`config.mk`:
```
export PLATFORM = sky130hd
export DESIGN_NAME = pcp_regs
export DESIGN_NICKNAME = d
export VERILOG_FILES = /design/src/logic/pcp_pkg.sv /design/src/logic/pcp_regs.sv
export SDC_FILE = /design/constraint.sdc
export NUM_CORES = 1
export LEC_CHECK = 0
export BUFFER_PORTS_ARGS = -buffer_cell sky130_fd_sc_hd__buf_2
export CORE_UTILIZATION = 55
export CTS_CLUSTER_DIAMETER = 120
export DETAILED_ROUTE_END_ITERATION = 16
export PLACE_DENSITY = 0.91
export RECOVER_POWER = 100
export SLEW_MARGIN = 40
export SYNTH_ARGS = -nofsm -noshare
export SYNTH_HDL_FRONTEND = slang
export SYNTH_SLANG_ARGS = --single-unit
export TNS_END_PERCENT = 1
```
`constraint.sdc`:
```
create_clock -name mclk -period 5.2 [get_ports mclk]
set_input_delay 0.26 -clock mclk [delete_from_list [all_inputs] [get_ports mclk]]
set_output_delay 0.26 -clock mclk [all_outputs]
set_load 0.01 [all_outputs]
```
`src/logic/pcp_pkg.sv`:
```
package pcp_pkg;

  // Holding register word addresses
  localparam logic [15:0] ADDR_STATUS = 16'h000d;
  localparam logic [15:0] ADDR_COMMAND = 16'h000e;
  localparam logic [15:0] ADDR_SET_POINT = 16'h000f;
  localparam logic [15:0] ADDR_OUT_SCALE = 16'h0010;
  localparam logic [15:0] ADDR_I_CEILING = 16'h0011;
  localparam logic [15:0] ADDR_FIRING = 16'h0012;
  localparam logic [15:0] ADDR_FEEDBACK = 16'h0013;
  localparam logic [15:0] ADDR_MIN_BURST = 16'h0014;
  localparam logic [15:0] ADDR_HALF_DELAY = 16'h0015;

  // Status word bit positions
  localparam int ST_SCR_SHORT = 0;
  localparam int ST_HEATER_BREAK = 1;
  localparam int ST_OUT_ENABLE = 2;
  localparam int ST_ILIMIT = 4;
  localparam int ST_THERMAL = 5;
  localparam int ST_COMM = 6;
  localparam int ST_FUSE = 7;
  localparam int ST_DIG_IN1 = 8;
  localparam int ST_DIG_IN2 = 9;
  localparam int ST_UNBALANCE = 10;
  localparam int ST_FAN = 12;
  localparam int ST_PHASE_LOSS = 13;
  localparam int ST_BAKEOUT = 14;
  localparam int ST_THERM_LATCH = 15;

  // Command word bit positions
  localparam int CMD_SP_LOCAL = 2;
  localparam int CMD_OUT_ENABLE = 3;
  localparam int CMD_IL_LOCAL = 4;
  localparam logic [15:0] CMD_MASK = 16'h001c;

  // Function and error codes
  localparam logic [7:0] FN_READ = 8'h03;
  localparam logic [7:0] FN_WRITE_ONE = 8'h06;
  localparam logic [7:0] FN_WRITE_MANY = 8'h10;
  localparam logic [7:0] ERR_NONE = 8'h00;
  localparam logic [7:0] ERR_FUNCTION = 8'h01;
  localparam logic [7:0] ERR_ADDRESS = 8'h02;
  localparam logic [7:0] ERR_VALUE = 8'h03;
  localparam logic [7:0] ERR_QUANTITY = 8'h04;
  localparam logic [15:0] MAX_READ_QTY = 16'h0079;
  localparam logic [15:0] MAX_WRITE_QTY = 16'h0019;

  // Value limits
  localparam logic [15:0] MAX_PERMILLE = 16'h03ff;
  localparam logic [15:0] MAX_BYTE = 16'h00ff;

  // Firing and feedback codes
  localparam logic [15:0] FIRE_BURST = 16'h0003;
  localparam logic [15:0] FIRE_PHASE = 16'h0004;
  localparam logic [15:0] FIRE_HALF = 16'h000a;
  localparam logic [15:0] FIRE_VAR19 = 16'h0013;
  localparam logic [15:0] FIRE_VAR20 = 16'h0014;
  localparam logic [15:0] FIRE_VAR35 = 16'h0023;
  localparam logic [15:0] FIRE_VAR74 = 16'h004a;
  localparam logic [15:0] FB_VOLTAGE = 16'h0000;
  localparam logic [15:0] FB_NONE = 16'h0001;
  localparam logic [15:0] FB_CURRENT = 16'h0002;
  localparam logic [15:0] FB_VAR32 = 16'h0020;
  localparam logic [15:0] FB_VAR64 = 16'h0040;
  localparam logic [15:0] FB_VAR128 = 16'h0080;
  localparam logic [15:0] FB_VAR256 = 16'h0100;

  // Reset values
  localparam logic [2:0] RST_COMMAND = 3'h0;
  localparam logic [9:0] RST_SET_POINT = 10'h000;
  localparam logic [7:0] RST_OUT_SCALE = 8'hff;
  localparam logic [9:0] RST_I_CEILING = 10'h3ff;
  localparam logic [7:0] RST_MIN_BURST = 8'h01;
  localparam logic [7:0] RST_HALF_DELAY = 8'h00;

  typedef enum logic [2:0] {
    FIRE_M_BURST, FIRE_M_PHASE, FIRE_M_HALF, FIRE_M_19, FIRE_M_20, FIRE_M_35, FIRE_M_74
  } pcp_fire_type;

  typedef enum logic [2:0] {
    FB_M_VOLTAGE, FB_M_NONE, FB_M_CURRENT, FB_M_32, FB_M_64, FB_M_128, FB_M_256
  } pcp_fb_type;

endpackage : pcp_pkg

```
`src/logic/pcp_regs.sv`:
```
// How it works
// - Status bit 0 shows thyristor short, bit 1 heater break, live.
// - Status bit 2 reads one while the power output is enabled.
// - Status bits 4 to 7 show current limit, thermal, link, fuse alarms.
// - Status bits 8 and 9 mirror digital inputs one and two.
// - Status bits 10, 12, 13 show unbalance, fan and phase loss alarms.
// - Status bit 14 reads one while a heater bakeout runs.
// - Status bit 15 holds a latched thermal alarm, apart from the live one.
// - Command bit 2 picks local set point, bit 4 local current limit.
// - A command bit enables the power output when one, disables when zero.
// - Set point and current limit hold 0 to 1023, percent is value/10.23.
// - Output scale holds 0 to 255, percent is value/2.55.
// - Firing register decodes codes 3, 4, 10, 19, 20, 35 and 74.
// - Feedback register decodes 0, 1, 2, 32, 64, 128 and 256.
// - Registers are read by function 03; all but status are written by functions 06 and 16.
module pcp_regs (
  // Clock and reset
  input wire logic mclk,
  input wire logic rstn,
  // Word requests from the frame decoder
  input wire logic req_valid,
  input wire logic req_bcast,
  input wire logic [7:0] req_func,
  input wire logic [15:0] req_addr,
  input wire logic [15:0] req_qty,
  input wire logic [15:0] req_wdata,
  // Answers to the frame decoder
  output logic rsp_valid,
  output logic [15:0] rsp_data,
  output logic [7:0] rsp_err,
  // Alarm and input pins
  input wire logic scr_short,
  input wire logic heater_break,
  input wire logic ilimit_alarm,
  input wire logic thermal_alarm,
  input wire logic comm_alarm,
  input wire logic fuse_alarm,
  input wire logic dig_in1,
  input wire logic dig_in2,
  input wire logic unbalance_alarm,
  input wire logic fan_alarm,
  input wire logic phase_loss_alarm,
  input wire logic bakeout_active,
  // Latched thermal alarm clear, same clock domain
  input wire logic therm_latch_clr,
  // Settings to the power stage
  output logic sp_local,
  output logic il_local,
  output logic out_enable,
  output logic [9:0] set_point,
  output logic [7:0] out_scale,
  output logic [9:0] current_limit,
  output pcp_pkg::pcp_fire_type fire_mode,
  output pcp_pkg::pcp_fb_type fb_mode,
  output logic [7:0] min_burst,
  output logic [7:0] half_delay
);
  import pcp_pkg::*;

  localparam int NPIN = 12;

  logic [NPIN-1:0] pin_raw;
  logic [NPIN-1:0] meta_q;
  logic [NPIN-1:0] pin_q;
  logic therm_latch_q;
  logic therm_latch_d;
  logic [2:0] cmd_q;
  pcp_fire_type fire_q;
  pcp_fb_type fb_q;
  logic rsp_valid_q;
  logic [15:0] rsp_data_q;
  logic [7:0] rsp_err_q;

  function automatic logic fire_ok(input logic [15:0] c);
    fire_ok = (c == FIRE_BURST) || (c == FIRE_PHASE) || (c == FIRE_HALF) ||
              (c == FIRE_VAR19) || (c == FIRE_VAR20) || (c == FIRE_VAR35) ||
              (c == FIRE_VAR74);
  endfunction : fire_ok

  function automatic pcp_fire_type fire_dec(input logic [15:0] c);
    case (c)
      FIRE_PHASE: fire_dec = FIRE_M_PHASE;
      FIRE_HALF: fire_dec = FIRE_M_HALF;
      FIRE_VAR19: fire_dec = FIRE_M_19;
      FIRE_VAR20: fire_dec = FIRE_M_20;
      FIRE_VAR35: fire_dec = FIRE_M_35;
      FIRE_VAR74: fire_dec = FIRE_M_74;
      default: fire_dec = FIRE_M_BURST;
    endcase
  endfunction : fire_dec

  function automatic logic [15:0] fire_enc(input pcp_fire_type m);
    case (m)
      FIRE_M_PHASE: fire_enc = FIRE_PHASE;
      FIRE_M_HALF: fire_enc = FIRE_HALF;
      FIRE_M_19: fire_enc = FIRE_VAR19;
      FIRE_M_20: fire_enc = FIRE_VAR20;
      FIRE_M_35: fire_enc = FIRE_VAR35;
      FIRE_M_74: fire_enc = FIRE_VAR74;
      default: fire_enc = FIRE_BURST;
    endcase
  endfunction : fire_enc

  function automatic logic fb_ok(input logic [15:0] c);
    fb_ok = (c == FB_VOLTAGE) || (c == FB_NONE) || (c == FB_CURRENT) ||
            (c == FB_VAR32) || (c == FB_VAR64) || (c == FB_VAR128) || (c == FB_VAR256);
  endfunction : fb_ok

  function automatic pcp_fb_type fb_dec(input logic [15:0] c);
    case (c)
      FB_NONE: fb_dec = FB_M_NONE;
      FB_CURRENT: fb_dec = FB_M_CURRENT;
      FB_VAR32: fb_dec = FB_M_32;
      FB_VAR64: fb_dec = FB_M_64;
      FB_VAR128: fb_dec = FB_M_128;
      FB_VAR256: fb_dec = FB_M_256;
      default: fb_dec = FB_M_VOLTAGE;
    endcase
  endfunction : fb_dec

  function automatic logic [15:0] fb_enc(input pcp_fb_type m);
    case (m)
      FB_M_NONE: fb_enc = FB_NONE;
      FB_M_CURRENT: fb_enc = FB_CURRENT;
      FB_M_32: fb_enc = FB_VAR32;
      FB_M_64: fb_enc = FB_VAR64;
      FB_M_128: fb_enc = FB_VAR128;
      FB_M_256: fb_enc = FB_VAR256;
      default: fb_enc = FB_VOLTAGE;
    endcase
  endfunction : fb_enc

  // Pin synchronisers
  assign pin_raw = {bakeout_active, phase_loss_alarm, fan_alarm, unbalance_alarm,
                    dig_in2, dig_in1, fuse_alarm, comm_alarm, thermal_alarm,
                    ilimit_alarm, heater_break, scr_short};

  for (genvar i = 0; i < NPIN; i++) begin : g_sync
    always_ff @(posedge mclk) begin
      if (!rstn) begin
        meta_q[i] <= 1'b0;
        pin_q[i] <= 1'b0;
      end else begin
        meta_q[i] <= pin_raw[i];
        pin_q[i] <= meta_q[i];
      end
    end
  end

  // Latched thermal alarm: a new alarm wins over a clear in the same cycle
  assign therm_latch_d = pin_q[3] | (therm_latch_q & ~therm_latch_clr);

  always_ff @(posedge mclk) begin
    if (!rstn) begin
      therm_latch_q <= 1'b0;
    end else begin
      therm_latch_q <= therm_latch_d;
    end
  end

  // Status word
  wire [15:0] status_w;
  assign status_w[ST_SCR_SHORT] = pin_q[0];
  assign status_w[ST_HEATER_BREAK] = pin_q[1];
  assign status_w[ST_OUT_ENABLE] = cmd_q[1];
  assign status_w[3] = 1'b0;
  assign status_w[ST_FUSE:ST_ILIMIT] = pin_q[5:2];
  assign status_w[ST_DIG_IN2:ST_DIG_IN1] = pin_q[7:6];
  assign status_w[ST_UNBALANCE] = pin_q[8];
  assign status_w[11] = 1'b0;
  assign status_w[ST_PHASE_LOSS:ST_FAN] = pin_q[10:9];
  assign status_w[ST_BAKEOUT] = pin_q[11];
  assign status_w[ST_THERM_LATCH] = therm_latch_q;

  // Request decode
  wire is_read = (req_func == FN_READ);
  wire is_wr_one = (req_func == FN_WRITE_ONE);
  wire is_wr_many = (req_func == FN_WRITE_MANY);
  wire is_write = is_wr_one | is_wr_many;
  wire fn_bad = ~(is_read | is_write);
  wire qty_bad = (is_read && (req_qty == 16'h0000 || req_qty > MAX_READ_QTY)) ||
                 (is_wr_many && (req_qty == 16'h0000 || req_qty > MAX_WRITE_QTY));
  wire addr_bad = (req_addr < ADDR_STATUS) || (req_addr > ADDR_HALF_DELAY) ||
                  (is_write && req_addr == ADDR_STATUS);
  wire hit_cmd = (req_addr == ADDR_COMMAND);
  wire hit_sp = (req_addr == ADDR_SET_POINT);
  wire hit_os = (req_addr == ADDR_OUT_SCALE);
  wire hit_il = (req_addr == ADDR_I_CEILING);
  wire hit_fire = (req_addr == ADDR_FIRING);
  wire hit_fb = (req_addr == ADDR_FEEDBACK);
  wire hit_mb = (req_addr == ADDR_MIN_BURST);
  wire hit_hd = (req_addr == ADDR_HALF_DELAY);
  wire val_bad = ((hit_sp || hit_il) && req_wdata > MAX_PERMILLE) ||
                 ((hit_os || hit_mb || hit_hd) && req_wdata > MAX_BYTE) ||
                 (hit_fire && !fire_ok(req_wdata)) ||
                 (hit_fb && !fb_ok(req_wdata));
  wire [7:0] err_w = fn_bad ? ERR_FUNCTION :
                     qty_bad ? ERR_QUANTITY :
                     addr_bad ? ERR_ADDRESS :
                     (is_write && val_bad) ? ERR_VALUE : ERR_NONE;
  wire wr_en = req_valid && is_write && (err_w == ERR_NONE);

  // Read selection
  wire [15:0] rd_w = hit_cmd ? {11'h000, cmd_q[2:0], 2'h0} :
                     hit_sp ? {6'h00, set_point} :
                     hit_os ? {8'h00, out_scale} :
                     hit_il ? {6'h00, current_limit} :
                     hit_fire ? fire_enc(fire_q) :
                     hit_fb ? fb_enc(fb_q) :
                     hit_mb ? {8'h00, min_burst} :
                     hit_hd ? {8'h00, half_delay} : status_w;

  // Writable registers
  always_ff @(posedge mclk) begin
    if (!rstn) begin
      cmd_q <= RST_COMMAND;
    end else if (wr_en && hit_cmd) begin
      cmd_q <= req_wdata[CMD_IL_LOCAL:CMD_SP_LOCAL];
    end
  end

  always_ff @(posedge mclk) begin
    if (!rstn) begin
      set_point <= RST_SET_POINT;
      current_limit <= RST_I_CEILING;
    end else begin
      if (wr_en && hit_sp) set_point <= req_wdata[9:0];
      if (wr_en && hit_il) current_limit <= req_wdata[9:0];
    end
  end

  always_ff @(posedge mclk) begin
    if (!rstn) begin
      out_scale <= RST_OUT_SCALE;
      min_burst <= RST_MIN_BURST;
      half_delay <= RST_HALF_DELAY;
    end else begin
      if (wr_en && hit_os) out_scale <= req_wdata[7:0];
      if (wr_en && hit_mb) min_burst <= req_wdata[7:0];
      if (wr_en && hit_hd) half_delay <= req_wdata[7:0];
    end
  end

  always_ff @(posedge mclk) begin
    if (!rstn) begin
      fire_q <= FIRE_M_BURST;
      fb_q <= FB_M_VOLTAGE;
    end else begin
      if (wr_en && hit_fire) fire_q <= fire_dec(req_wdata);
      if (wr_en && hit_fb) fb_q <= fb_dec(req_wdata);
    end
  end

  // Answers; broadcasts act but are not answered
  always_ff @(posedge mclk) begin
    if (!rstn) begin
      rsp_valid_q <= 1'b0;
      rsp_data_q <= 16'h0000;
      rsp_err_q <= ERR_NONE;
    end else begin
      rsp_valid_q <= req_valid && !req_bcast;
      if (req_valid) begin
        rsp_err_q <= err_w;
        rsp_data_q <= (err_w != ERR_NONE) ? 16'h0000 : is_read ? rd_w : req_wdata;
      end
    end
  end

  assign rsp_valid = rsp_valid_q;
  assign rsp_data = rsp_data_q;
  assign rsp_err = rsp_err_q;
  assign sp_local = cmd_q[0];
  assign out_enable = cmd_q[1];
  assign il_local = cmd_q[2];
  assign fire_mode = fire_q;
  assign fb_mode = fb_q;
endmodule : pcp_regs

```
Word level (Yosys, flattened, before mapping)
Cells that the tools add are included.

Bits in registers: 103. Input bits: 73.

Eq/ne operators: 37. Bitwise operators: 5. Reduce and logical (&&, ||, !) cells: 49. $lt $le $gt $ge: 6. Multiplexer cells: 18.

Operators by type and width (count): $mux 16 (10); $eq 16x5->1 const B (8); $eq 16x4->1 const B (4); $pmux 9 s6 (1); $pmux 7 s6 (1); $pmux 3 s6 (2); $eq 16x2->1 const B (2); $eq 16x6->1 const B (2); $eq 16x7->1 const B (2); $gt 16x5->1 const B (2); $logic_not 16->1 (2); $logic_or 1x1->1 (23); $logic_and 1x1->1 (19); $eq 3x3->1 const B (6); $eq 16x1->1 const B (1); $eq 16x3->1 const B (1); $eq 16x8->1 const B (1); $eq 16x9->1 const B (1); $gt 16x10->1 const B (1); $gt 16x7->1 const B (1); $gt 16x8->1 const B (1); $lt 16x4->1 const B (1); $eq 3x2->1 const B (4); $eq 8x2->1 const B (1); other kinds (11) (18).

Depth between registers and ports, before layout
Gate-level depths: netlist (run 1).

Depth after elaboration: 19. Gate-level depth with buffers: 10. Gate-level depth less buffers: 7.

Worst setup path before layout (run 1)
OpenSTA, ideal clock, no wires.

Path kind: input to register. From: in req_func[3]. To: reg current_limit[7]. Buffers on the path: 2. Stages: 9. Setup slack: 2.776 ns. Arrival: 2.295 ns. Cell sequence: or4_4 > nor4_4 > o21ai_0 > and4_1 > buf_2 > nand4_1 > buf_4 > mux2i_1 > nand2_1.

Cells in the longest elaborated chain, start to end: 10. Elaborated cells on any way between the ends: 19.

RTL lines: start, declared (RTL line pcp_regs.sv:23) `input wire logic [7:0] req_func,`; $eq 8x3->1 / $eq 8x5->1 (equally long branches) (RTL line pcp_regs.sv:177, pcp_regs.sv:178); $or 1x1->1 (RTL line pcp_regs.sv:179) `wire is_write = is_wr_one | is_wr_many;`; $logic_and 1x1->1 (on tied branches) (RTL line pcp_regs.sv:200, pcp_regs.sv:184); $mux 2 / $logic_or 1x1->1 (equally long branches) (RTL line pcp_regs.sv:200, pcp_regs.sv:183); $mux 2 (RTL line pcp_regs.sv:199) `addr_bad ? ERR_ADDRESS :`; $mux 3 (RTL line pcp_regs.sv:198) `qty_bad ? ERR_QUANTITY :`; $mux 3 (RTL line pcp_regs.sv:197) `wire [7:0] err_w = fn_bad ? ERR_FUNCTION :`; $logic_not 8->1 (RTL line pcp_regs.sv:201) `wire wr_en = req_valid && is_write && (err_w == ERR_NONE);`; $logic_and 1x1->1 * (RTL line pcp_regs.sv:201); $logic_and 1x1->1 * (RTL line pcp_regs.sv:228) `if (wr_en && hit_il) current_limit <= req_wdata[9:0];`; end signal, assigned (RTL line pcp_regs.sv:228); end, declared (RTL line pcp_regs.sv:52) `output logic [9:0] current_limit,`.

Every way passes the cells marked *; elsewhere a longest branch is shown, timed or not. A chain may end at the register's enable or synchronous reset.

Worst setup path after layout (run 1)
Same ends and word-level chain as after synthesis.

==> results.md, run 1 <==
* Detail Route Antenna Nets at 0
* TritonRoute pass-1 iters at 8
* Post-synthesis sequential area ratio at 36.9%
* Layout fillers at 851
* Worst setup EP type: register
* Initial antenna violation count at 0
* Largest family of logic cells by synthesized area: simple AND/OR/NAND/NOR gates
* LEAKAGE at 2.57 nW
* Xor-xnor portion of the synthesized cell area at 1.15%
* CTS resizes at 0
* Synth Area in Simple Gates at 30.5%
* Post-synth top flop: dfxtp_1
* Dpl ws at 1.76 ns
* CTS tree: done
* Synth top area cells: dfxtp_1 (37%), mux2i_1 (11%), nand2_1 (7.5%), o21ai_0 (3.0%), and2_1 (2.9%)
* Synth Area per Inst at 8.35 um^2
* CP Data Required Time at 5.41 ns
* Post-route setup slack at 1.13 ns
* # IOs at 151
* Setup bufs post-CTS at 0
* Setup TNS at 0 ns
* Adder-cell share of the synthesized area at 0%
* Clk_lat worst skew at 0.36 ns
* Post-synth EDFFs at 0
* Wirelength per Cell at 19.7 um
* Largest area contributor in the netlist: dfxtp_1
* RSZ-0062 raised after global routing: false
* # rows at 35
* GRT Total Usage at 34.4%
* Hold Path Class: in -> reg
* Final Wtd Congestion at 0.927
* Cts hold-fix bufs at 0
* Cell variety after synth at 68
* Vias/cell at 6.16
* Power Total at 1.43 mW
* Remaining Overflow, GRT at 0
* Worst-path maximum fanout at 10
* Die Ht at 100 um
* Vias at 5411
* Clock sink count at 98
* CTS clk-pin slew, worst paths at 0.10 ns
* Core ar. at 0.00933 mm^2
* DR DRC count at 0
* Pins Over Slew Limit at 10
* Die ar. at 0.0101 mm^2
* Synth warn at 0
* I/O Buffers at 145
* Ys async rst share at 0%
* Final setup fails at 0
* #FFs+latches synth at 98
* Final Hold Viols at 0
* P per Cell Area at 235 mW/mm^2
* Maximum VDD drop at 0.000211 V
* HPWL Detailed at 12900 um
* Post-synthesis mux area share at 12.3%
* Synthesized area at 0.00532 mm^2
* Gate Count Post-Synth at 637
* Diodes inserted at 0
* Max Fclk at 0.246 GHz
* Final min period at 4.07 ns
* Worst Setup Path Type: in -> reg
* Layout area overhead at 14.4%
* Crit path arrival time at 4.28 ns
* Clock skew at 0.0104 ns
* Root Driver: clkbuf_8
* Num CTS Buffers at 9
* DRT iter0 DRCs at 449
* Maximum clock path buffer count at 2
* Most common cell in the netlist: nand2_1
* Post-synth top area share at 36.9%
* Failing checks: max-capacitance violations, max-slew violations
* Share of layout cells above drive strength 1 at 14.8%
* Final #Nets at 818
* Wire length reported by the detailed router at 17300 um
* First-pass GRT wire length at 26400 um
* Worst-Margin Slew at 1.80 ns
* Die X at 100 um
* Post-synth top cells: nand2_1 (107), dfxtp_1 (98), mux2i_1 (60)
* Status: finished, violations left
* Largest net degree at the start of global routing at 92
* Synth Area in Compound Gates at 13.4%
* Crit start category: input pin
* Initial Util at 57.0%
* Vias in the first global route at 5011
* Fin crit share at 78.2%
* Max Cap Viol at 1
* Relative slew slack at -21.3%
* H-tree levels at 3
## logic make-up (layout without fill, tap and decap cells)
group,after synthesis,in the layout
mux,65,65
simple gates,291,291
buf+inv,65,174
other cells,1,5
xor+xnor,7,7
flops,98,98
compound gates,110,110
## critical path, stage by stage
cell,delay [ns]
buf_2,0.10
or4_4,0.56
nor4_1,1.42
o21ai_0,0.54
and4_1,0.40
nand4_1,0.59
mux2i_1,0.30
nand2_1,0.10
## flip-flops by register name (all words and copies together) (netlist names)
register	cells
out_scale	8
min_burst	8
rsp_valid	1
meta_q	12
set_point	10
fb_mode	3
half_delay	8
fire_mode	3
pin_q	12
cmd_q	3
rsp_err	3
therm_latch_q	1
rsp_data	16
current_limit	10
## cells in the final DEF (no fill, tap or decap), drive strengths merged, types with 5 or more instances in the layout
cell type	count
a21oi	21
inv	13
nor3b	5
nor3	15
clkbuf	82
and2	26
and3	5
nor4b	5
or4	10
and4	6
nand3	13
a22oi	9
o21ai	34
dfxtp	98
xor2	6
o21a	7
buf	76
mux2i	60
nor2	32
or3	5
nor4	18
conb	5
nand4	21
a211oi	6
nand2	107
mux2	5
o22ai	5
## per-layer routing
metal / global-route usage, % / share of wire, % / up-vias
met2: 55.8 / 46 / 313
met4: 15.4 / 3.4 / 0
li1: - / - / 2522
met1: 44.1 / 40 / 2537
met3: 7.17 / 9.8 / 39
met5: 0 / 0 / -
## through the flow
step | cell area, um^2 | util (%) | cells | hold slack (ns)
after floorplan | 5340 | - | 641 | 0.336
after global placement | 5990 | 64.2 | 863 | 0.414
after detailed placement | 6000 | 64.3 | 863 | 0.423
after CTS | 6200 | 66.5 | 879 | 0.0457
after global routing | 6090 | 65.2 | 879 | 0.0525
final | 6090 | 65.2 | 879 | 0.0496
## power breakdown
group / internal, mW / switching (mW) / total, mW
Clock: 0.232 / 0.300 / 0.532
Combinational: 0.0491 / 0.0870 / 0.136
Sequential: 0.760 / 0.00378 / 0.764
Total: 1.04 / 0.391 / 1.43
## final timing paths
check          startpoint               end  slack [ns]  cells after the start
max reg2reg  fire_mode[2]       rsp_data[0]        3.12                      7
max           req_func[3]  current_limit[7]        1.13                      8
min             req_bcast         rsp_valid        0.05                      2
min reg2reg     meta_q[6]          pin_q[6]        0.44                      1
## layout make-up
type                       count  area (um^2)  share of cell area, %
multi-input combinational    478         3060                   50.3
inverter                       9         33.8                  0.555
clock inverter                 7         81.3                   1.34
sequential                    98         1960                   32.2
timing repair buffer         149          664                   10.9
clock buffer                   9          124                   2.04
tap                          129          161                   2.65
No activity file was read; power rests on OpenSTA's default activity.
==> inputs of run 2 (changes only) <==
Settings changed: ABC_AREA from default to 1, CORE_UTILIZATION 55 to 53, PLACE_DENSITY 0.91 to 0.87.
Clock period 5.2 ns to 4.26 ns, I/O delays scaled along.
==> results.md, run 2 <==
* Final Hold Viols at 0
* Num CTS Buffers at 9
* DRT iter0 DRCs at 629
* Max Fclk at 0.313 GHz
* Die X at 105 um
* Fin area at 0.00642 mm^2
* Final Wtd Congestion at 0.949
* Worst Reg-to-Reg Cells at 11
* Max Cap Viol at 0
* I/O Buffers at 145
* Cell variety after synth at 33
* Hold Path Class: in -> reg
* Remaining Overflow, GRT at 0
* Crit path arrival time at 3.43 ns
* Layout area overhead at 14.4%
* HPWL Detailed at 13100 um
* DR DRC count at 0
* Worst setup EP type: register
* GRT Total Usage at 31.6%
* Post-synth top cells: nand2_1 (312), nor2_1 (151), inv_1 (134)
* First-pass GRT wire length at 27300 um
* H-tree levels at 3
* Core ar. at 0.0103 mm^2
* Final #Nets at 1151
* Placed instance count at 1202
* Initial antenna violation count at 0
* Maximum VDD drop at 0.000171 V
* Clock sink count at 98
* Die Ht at 105 um
* CTS tree: done
* Post-synthesis sequential area ratio at 35.0%
* Synthesized area at 0.00561 mm^2
* Gate Count Post-Synth at 952
* Crit start category: input pin
* Fin crit share at 75.0%
* TritonRoute pass-1 iters at 8
* Root Driver: clkbuf_8
* Post-route setup slack at 1.06 ns
* Final min period at 3.20 ns
* Worst-path maximum fanout at 13
* #FFs+latches synth at 98
* Wire length reported by the detailed router at 17600 um
* Pins Over Slew Limit at 0
* Most common cell in the netlist: nand2_1
* Layout fillers at 1082
* Initial Util at 54.6%
* Clk_lat worst skew at 0.38 ns
* Vias at 6357
* Most frequent cells in the layout: nand2_1 (313), nor2_1 (153), inv_1 (137), dfxtp_1 (98), nand3_1 (89)
* Vias/cell at 5.22
* Worst Setup Path Type: in -> reg
* Largest area contributor in the netlist: dfxtp_1
* Worst-Margin Slew at 1.06 ns
* Post-synth EDFFs at 0
* Maximum clock path buffer count at 2
* Post-synth top flop: dfxtp_1
* # rows at 37
* Detail Route Antenna Nets at 0
* Power Total at 1.66 mW
* DP Area at 0.00637 mm^2
* # IOs at 151
* Ys async rst share at 0%
* Synth Area per Inst at 5.89 um^2
* Share of layout cells above drive strength 1 at 9.70%
* Fin Hold WS at 0.0135 ns
* P per Cell Area at 259 mW/mm^2
* RSZ-0062 raised after global routing: false
* Hold depth at 3
* CTS clk-pin slew, worst paths at 0.10 ns
* R2r setup slk at 2.53 ns
* Max reg flops at 16
* Vias in the first global route at 5490
* Layout Cells excl Fill at 1218
* Dpl ws at 1.11 ns
* Post-synth top area share at 35.0%
* Most common cell after layout, fill and taps aside: nand2_1
* Final setup fails at 0
* Relative slew slack at 28.6%
* Largest net degree at the start of global routing at 91
* LEAKAGE at 3.51 nW
* Wirelength per Cell at 14.5 um
* Clock skew at 0.0132 ns
* Synth top area cells: dfxtp_1 (35%), nand2_1 (21%), nor2_1 (10%), inv_1 (9.0%), nand3_1 (7.9%)
* Synth warn at 0
* Status: completed
* Setup TNS at 0 ns
* CP Data Required Time at 4.49 ns
* Diodes inserted at 0
* Post-layout util at 62.4%
* Die ar. at 0.0110 mm^2
[run 2: repair_timing]
item / CTS / global route
hold buffers: 1 / 0
endpoints found under the hold margin: 1 / 0
buffers inserted: 0 / 0
resized for setup: 0 / 0
[run 2: path summary, 6_finish.rpt]
| path | startpoint | to |
|---|---|---|
| setup / recovery | req_wdata[12] | current_limit[1] |
| hold / removal | dig_in1 | meta_q[6] |
| setup reg to reg | fire_mode[0] | rsp_data[1] |
| hold reg to reg | meta_q[9] | pin_q[9] |
[run 2: kinds of logic after synthesis]
logic type,after synthesis,synth area share (%)
buf+inv,179,12.7
other cells,1,0.0668
flops,98,35.0
simple gates,605,45.6
compound gates,69,6.67
[run 2: layer usage]
layer  global-route usage, %  vias to the layer above  routed length, um
met1                    41.8                     2817               7340
li1                        -                     3178                  -
met3                    6.24                       32               1890
met5                       0                        -                  0
met2                    51.7                      330               7940
met4                    10.4                        0                444
[run 2: final cells by class]
class | instances | area, um^2 | area share, %
inverter | 140 | 526 | 8.19
sequential | 98 | 1960 | 30.6
clock buffer | 9 | 124 | 1.93
timing repair buffer | 150 | 677 | 10.5
tap | 136 | 170 | 2.65
multi-input combinational | 679 | 2900 | 45.2
clock inverter | 6 | 56.3 | 0.877
[run 2: critical path, stage by stage]
cell	delay [ns]
buf_2	0.10
nor2_1	0.13
nand2_1	0.10
nor2_1	0.62
nand2_1	0.20
nor2_1	0.17
nor2_1	0.06
nand3b_1	0.10
nand3_1	0.15
nor3_1	0.84
nand2_1	0.48
nand2_1	0.18
nand3_1	0.07
[run 2: report_power, final]
group / leakage [nW] / switching [mW] / internal, mW
registers: 0.796 / 0.00375 / 0.928
clock network: 0.0901 / 0.361 / 0.223
logic: 2.62 / 0.0970 / 0.0488
total: 3.51 / 0.462 / 1.20
==> inputs of run 3 (changes only) <==
Settings changed: ABC_AREA 1 to 0, CORE_UTILIZATION 53 to 48, PLACE_DENSITY 0.87 to 0.84.
Clock period 4.26 ns to 2.9 ns, I/O delays scaled along.
==> results.md, run 3 (synthesized netlist as in run 1, its figures left out) <==
* Status: completed
* Final min period at 2.62 ns
* Diodes inserted at 0
* Max reg flops at 16
* CTS clk-pin slew, worst paths at 0.10 ns
* Crit start category: input pin
* LEAKAGE at 2.71 nW
* P per Cell Area at 390 mW/mm^2
* Clock skew at 0.0192 ns
* Num CTS Buffers at 9
* Most frequent cells in the layout: nand2_1 (107), dfxtp_1 (98), clkbuf_1 (80), buf_2 (71), mux2i_1 (60)
* Clk_lat worst skew at 0.39 ns
* CP Data Required Time at 3.16 ns
* Fin crit share at 90.5%
* GRT Total Usage at 29.5%
* Maximum VDD drop at 0.000241 V
* Remaining Overflow, GRT at 0
* Detail Route Antenna Nets at 0
* Vias at 5539
* DR DRC count at 0
* HP Start: req_wdata[11]
* Final Hold Viols at 0
* H-tree levels at 3
* # IOs at 151
* Worst-Margin Slew at 0.711 ns
* Pins Over Slew Limit at 0
* Hold Path Class: in -> reg
* Final Wtd Congestion at 1.04
* Layout area overhead at 20.2%
* HPWL Detailed at 12500 um
* CTS tree: done
* First-pass GRT wire length at 26100 um
* Core ar. at 0.0108 mm^2
* Reg2reg start: fire_mode[2]
* Largest net degree at the start of global routing at 92
* Final setup fails at 0
* Vias in the first global route at 5013
* Max Cap Viol at 0
* RR Endpoint: rsp_data[2]
* Max Fclk at 0.381 GHz
* Fin area at 0.00640 mm^2
* DRT iter0 DRCs at 656
* RSZ-0062 raised after global routing: false
* CTS resizes at 0
* Maximum clock path buffer count at 2
* # rows at 38
* Worst setup EP type: register
* Initial antenna violation count at 0
* Wirelength per Cell at 18.3 um
* Worst Reg-to-Reg Cells at 7
* Fin Hold WS at 0.0391 ns
* Wire length reported by the detailed router at 17000 um
* Hold depth at 3
* Clock sink count at 98
* Setup bufs post-CTS at 0
* Most common cell after layout, fill and taps aside: nand2_1
* Setup TNS at 0 ns
* Root Driver: clkbuf_8
* Final #Nets at 860
* DP Area at 0.00623 mm^2
* Share of layout cells above drive strength 1 at 16.5%
* Worst-path maximum fanout at 10
* Vias/cell at 5.94
* Crit path arrival time at 2.88 ns
* Worst Hold Path EP: rsp_data[11]
* Worst Setup Path Type: in -> reg
* TritonRoute pass-1 iters at 6
* R2r setup slk at 0.94 ns
* Die X at 107 um
* Relative slew slack at 52.5%
* Initial Util at 49.1%
* Die Ht at 107 um
* I/O Buffers at 145
* Die ar. at 0.0115 mm^2
[run 3: cell types whose count changed in the layout (fill, tap and decap cells not counted), sizes merged, moves of 21 or more]
cell   delta
mux2i    +60
inv     -132
nand2   -207
and2     +26
nor2    -129
buf      +21
nand3    -76
[run 3: per-stage QoR]
step | utilization, % | setup slack, ns | total power, mW | instances
global placement | 57.5 | 0.101 | 1.65 | 903
global route | 59.0 | 0.233 | 2.59 | 932
finish | 59.0 | 0.276 | 2.49 | 932
detailed placement | 57.5 | 0.0845 | 1.65 | 903
floorplan | - | 0.591 | 1.54 | 641
CTS | 60.4 | 0.473 | 2.50 | 932
[run 3: layout make-up]
type,instances,area [um^2]
Fill cell,1028,4440
Clock inverter,6,48.8
Timing Repair Buffer,191,996
Clock buffer,10,138
Tap cell,140,175
Inverter,9,33.8
Sequential cell,98,1960
Multi-Input combinational cell,478,3050
[run 3: repair_timing]
action	in CTS	in global routing
hold buffers	13	0
endpoints found under the setup margin	0	0
hold endpoints to repair	13	0
[run 3: per-layer routing]
| metal | vias to the layer above | track usage, % | share of wire (%) |
|---|---|---|---|
| li1 | 2596 | - | - |
| met1 | 2551 | 38.7 | 42 |
| met2 | 328 | 47.1 | 45 |
| met3 | 64 | 5.21 | 9.4 |
| met4 | 0 | 14.1 | 4.1 |
| met5 | - | 0 | 0 |
[run 3: critical path: stages]
cell	delay, ns
buf_2	0.10
or4_1	0.64
clkbuf_1	0.24
nor4_1	0.50
o21ai_0	0.19
o311a_1	0.18
nand4_1	0.13
clkbuf_2	0.37
mux2i_1	0.29
nand2_1	0.09
[run 3: how the worst max path moves through the flow]
stage | start | endpoint | depth (start not counted)
finish | req_addr[11] | current_limit[8] | 10
global route | req_addr[15] | rsp_data[8] | 9
CTS | req_addr[11] | current_limit[8] | 10
detailed placement | req_addr[11] | current_limit[8] | 10
global placement | req_addr[11] | current_limit[8] | 10
floorplan | req_func[3] | current_limit[7] | 9
[run 3: power by group]
| group | internal [mW] | switching (mW) | total (mW) |
|---|---|---|---|
| sequential | 1.36 | 0.00607 | 1.37 |
| clock | 0.344 | 0.515 | 0.859 |
| combinational | 0.107 | 0.159 | 0.266 |
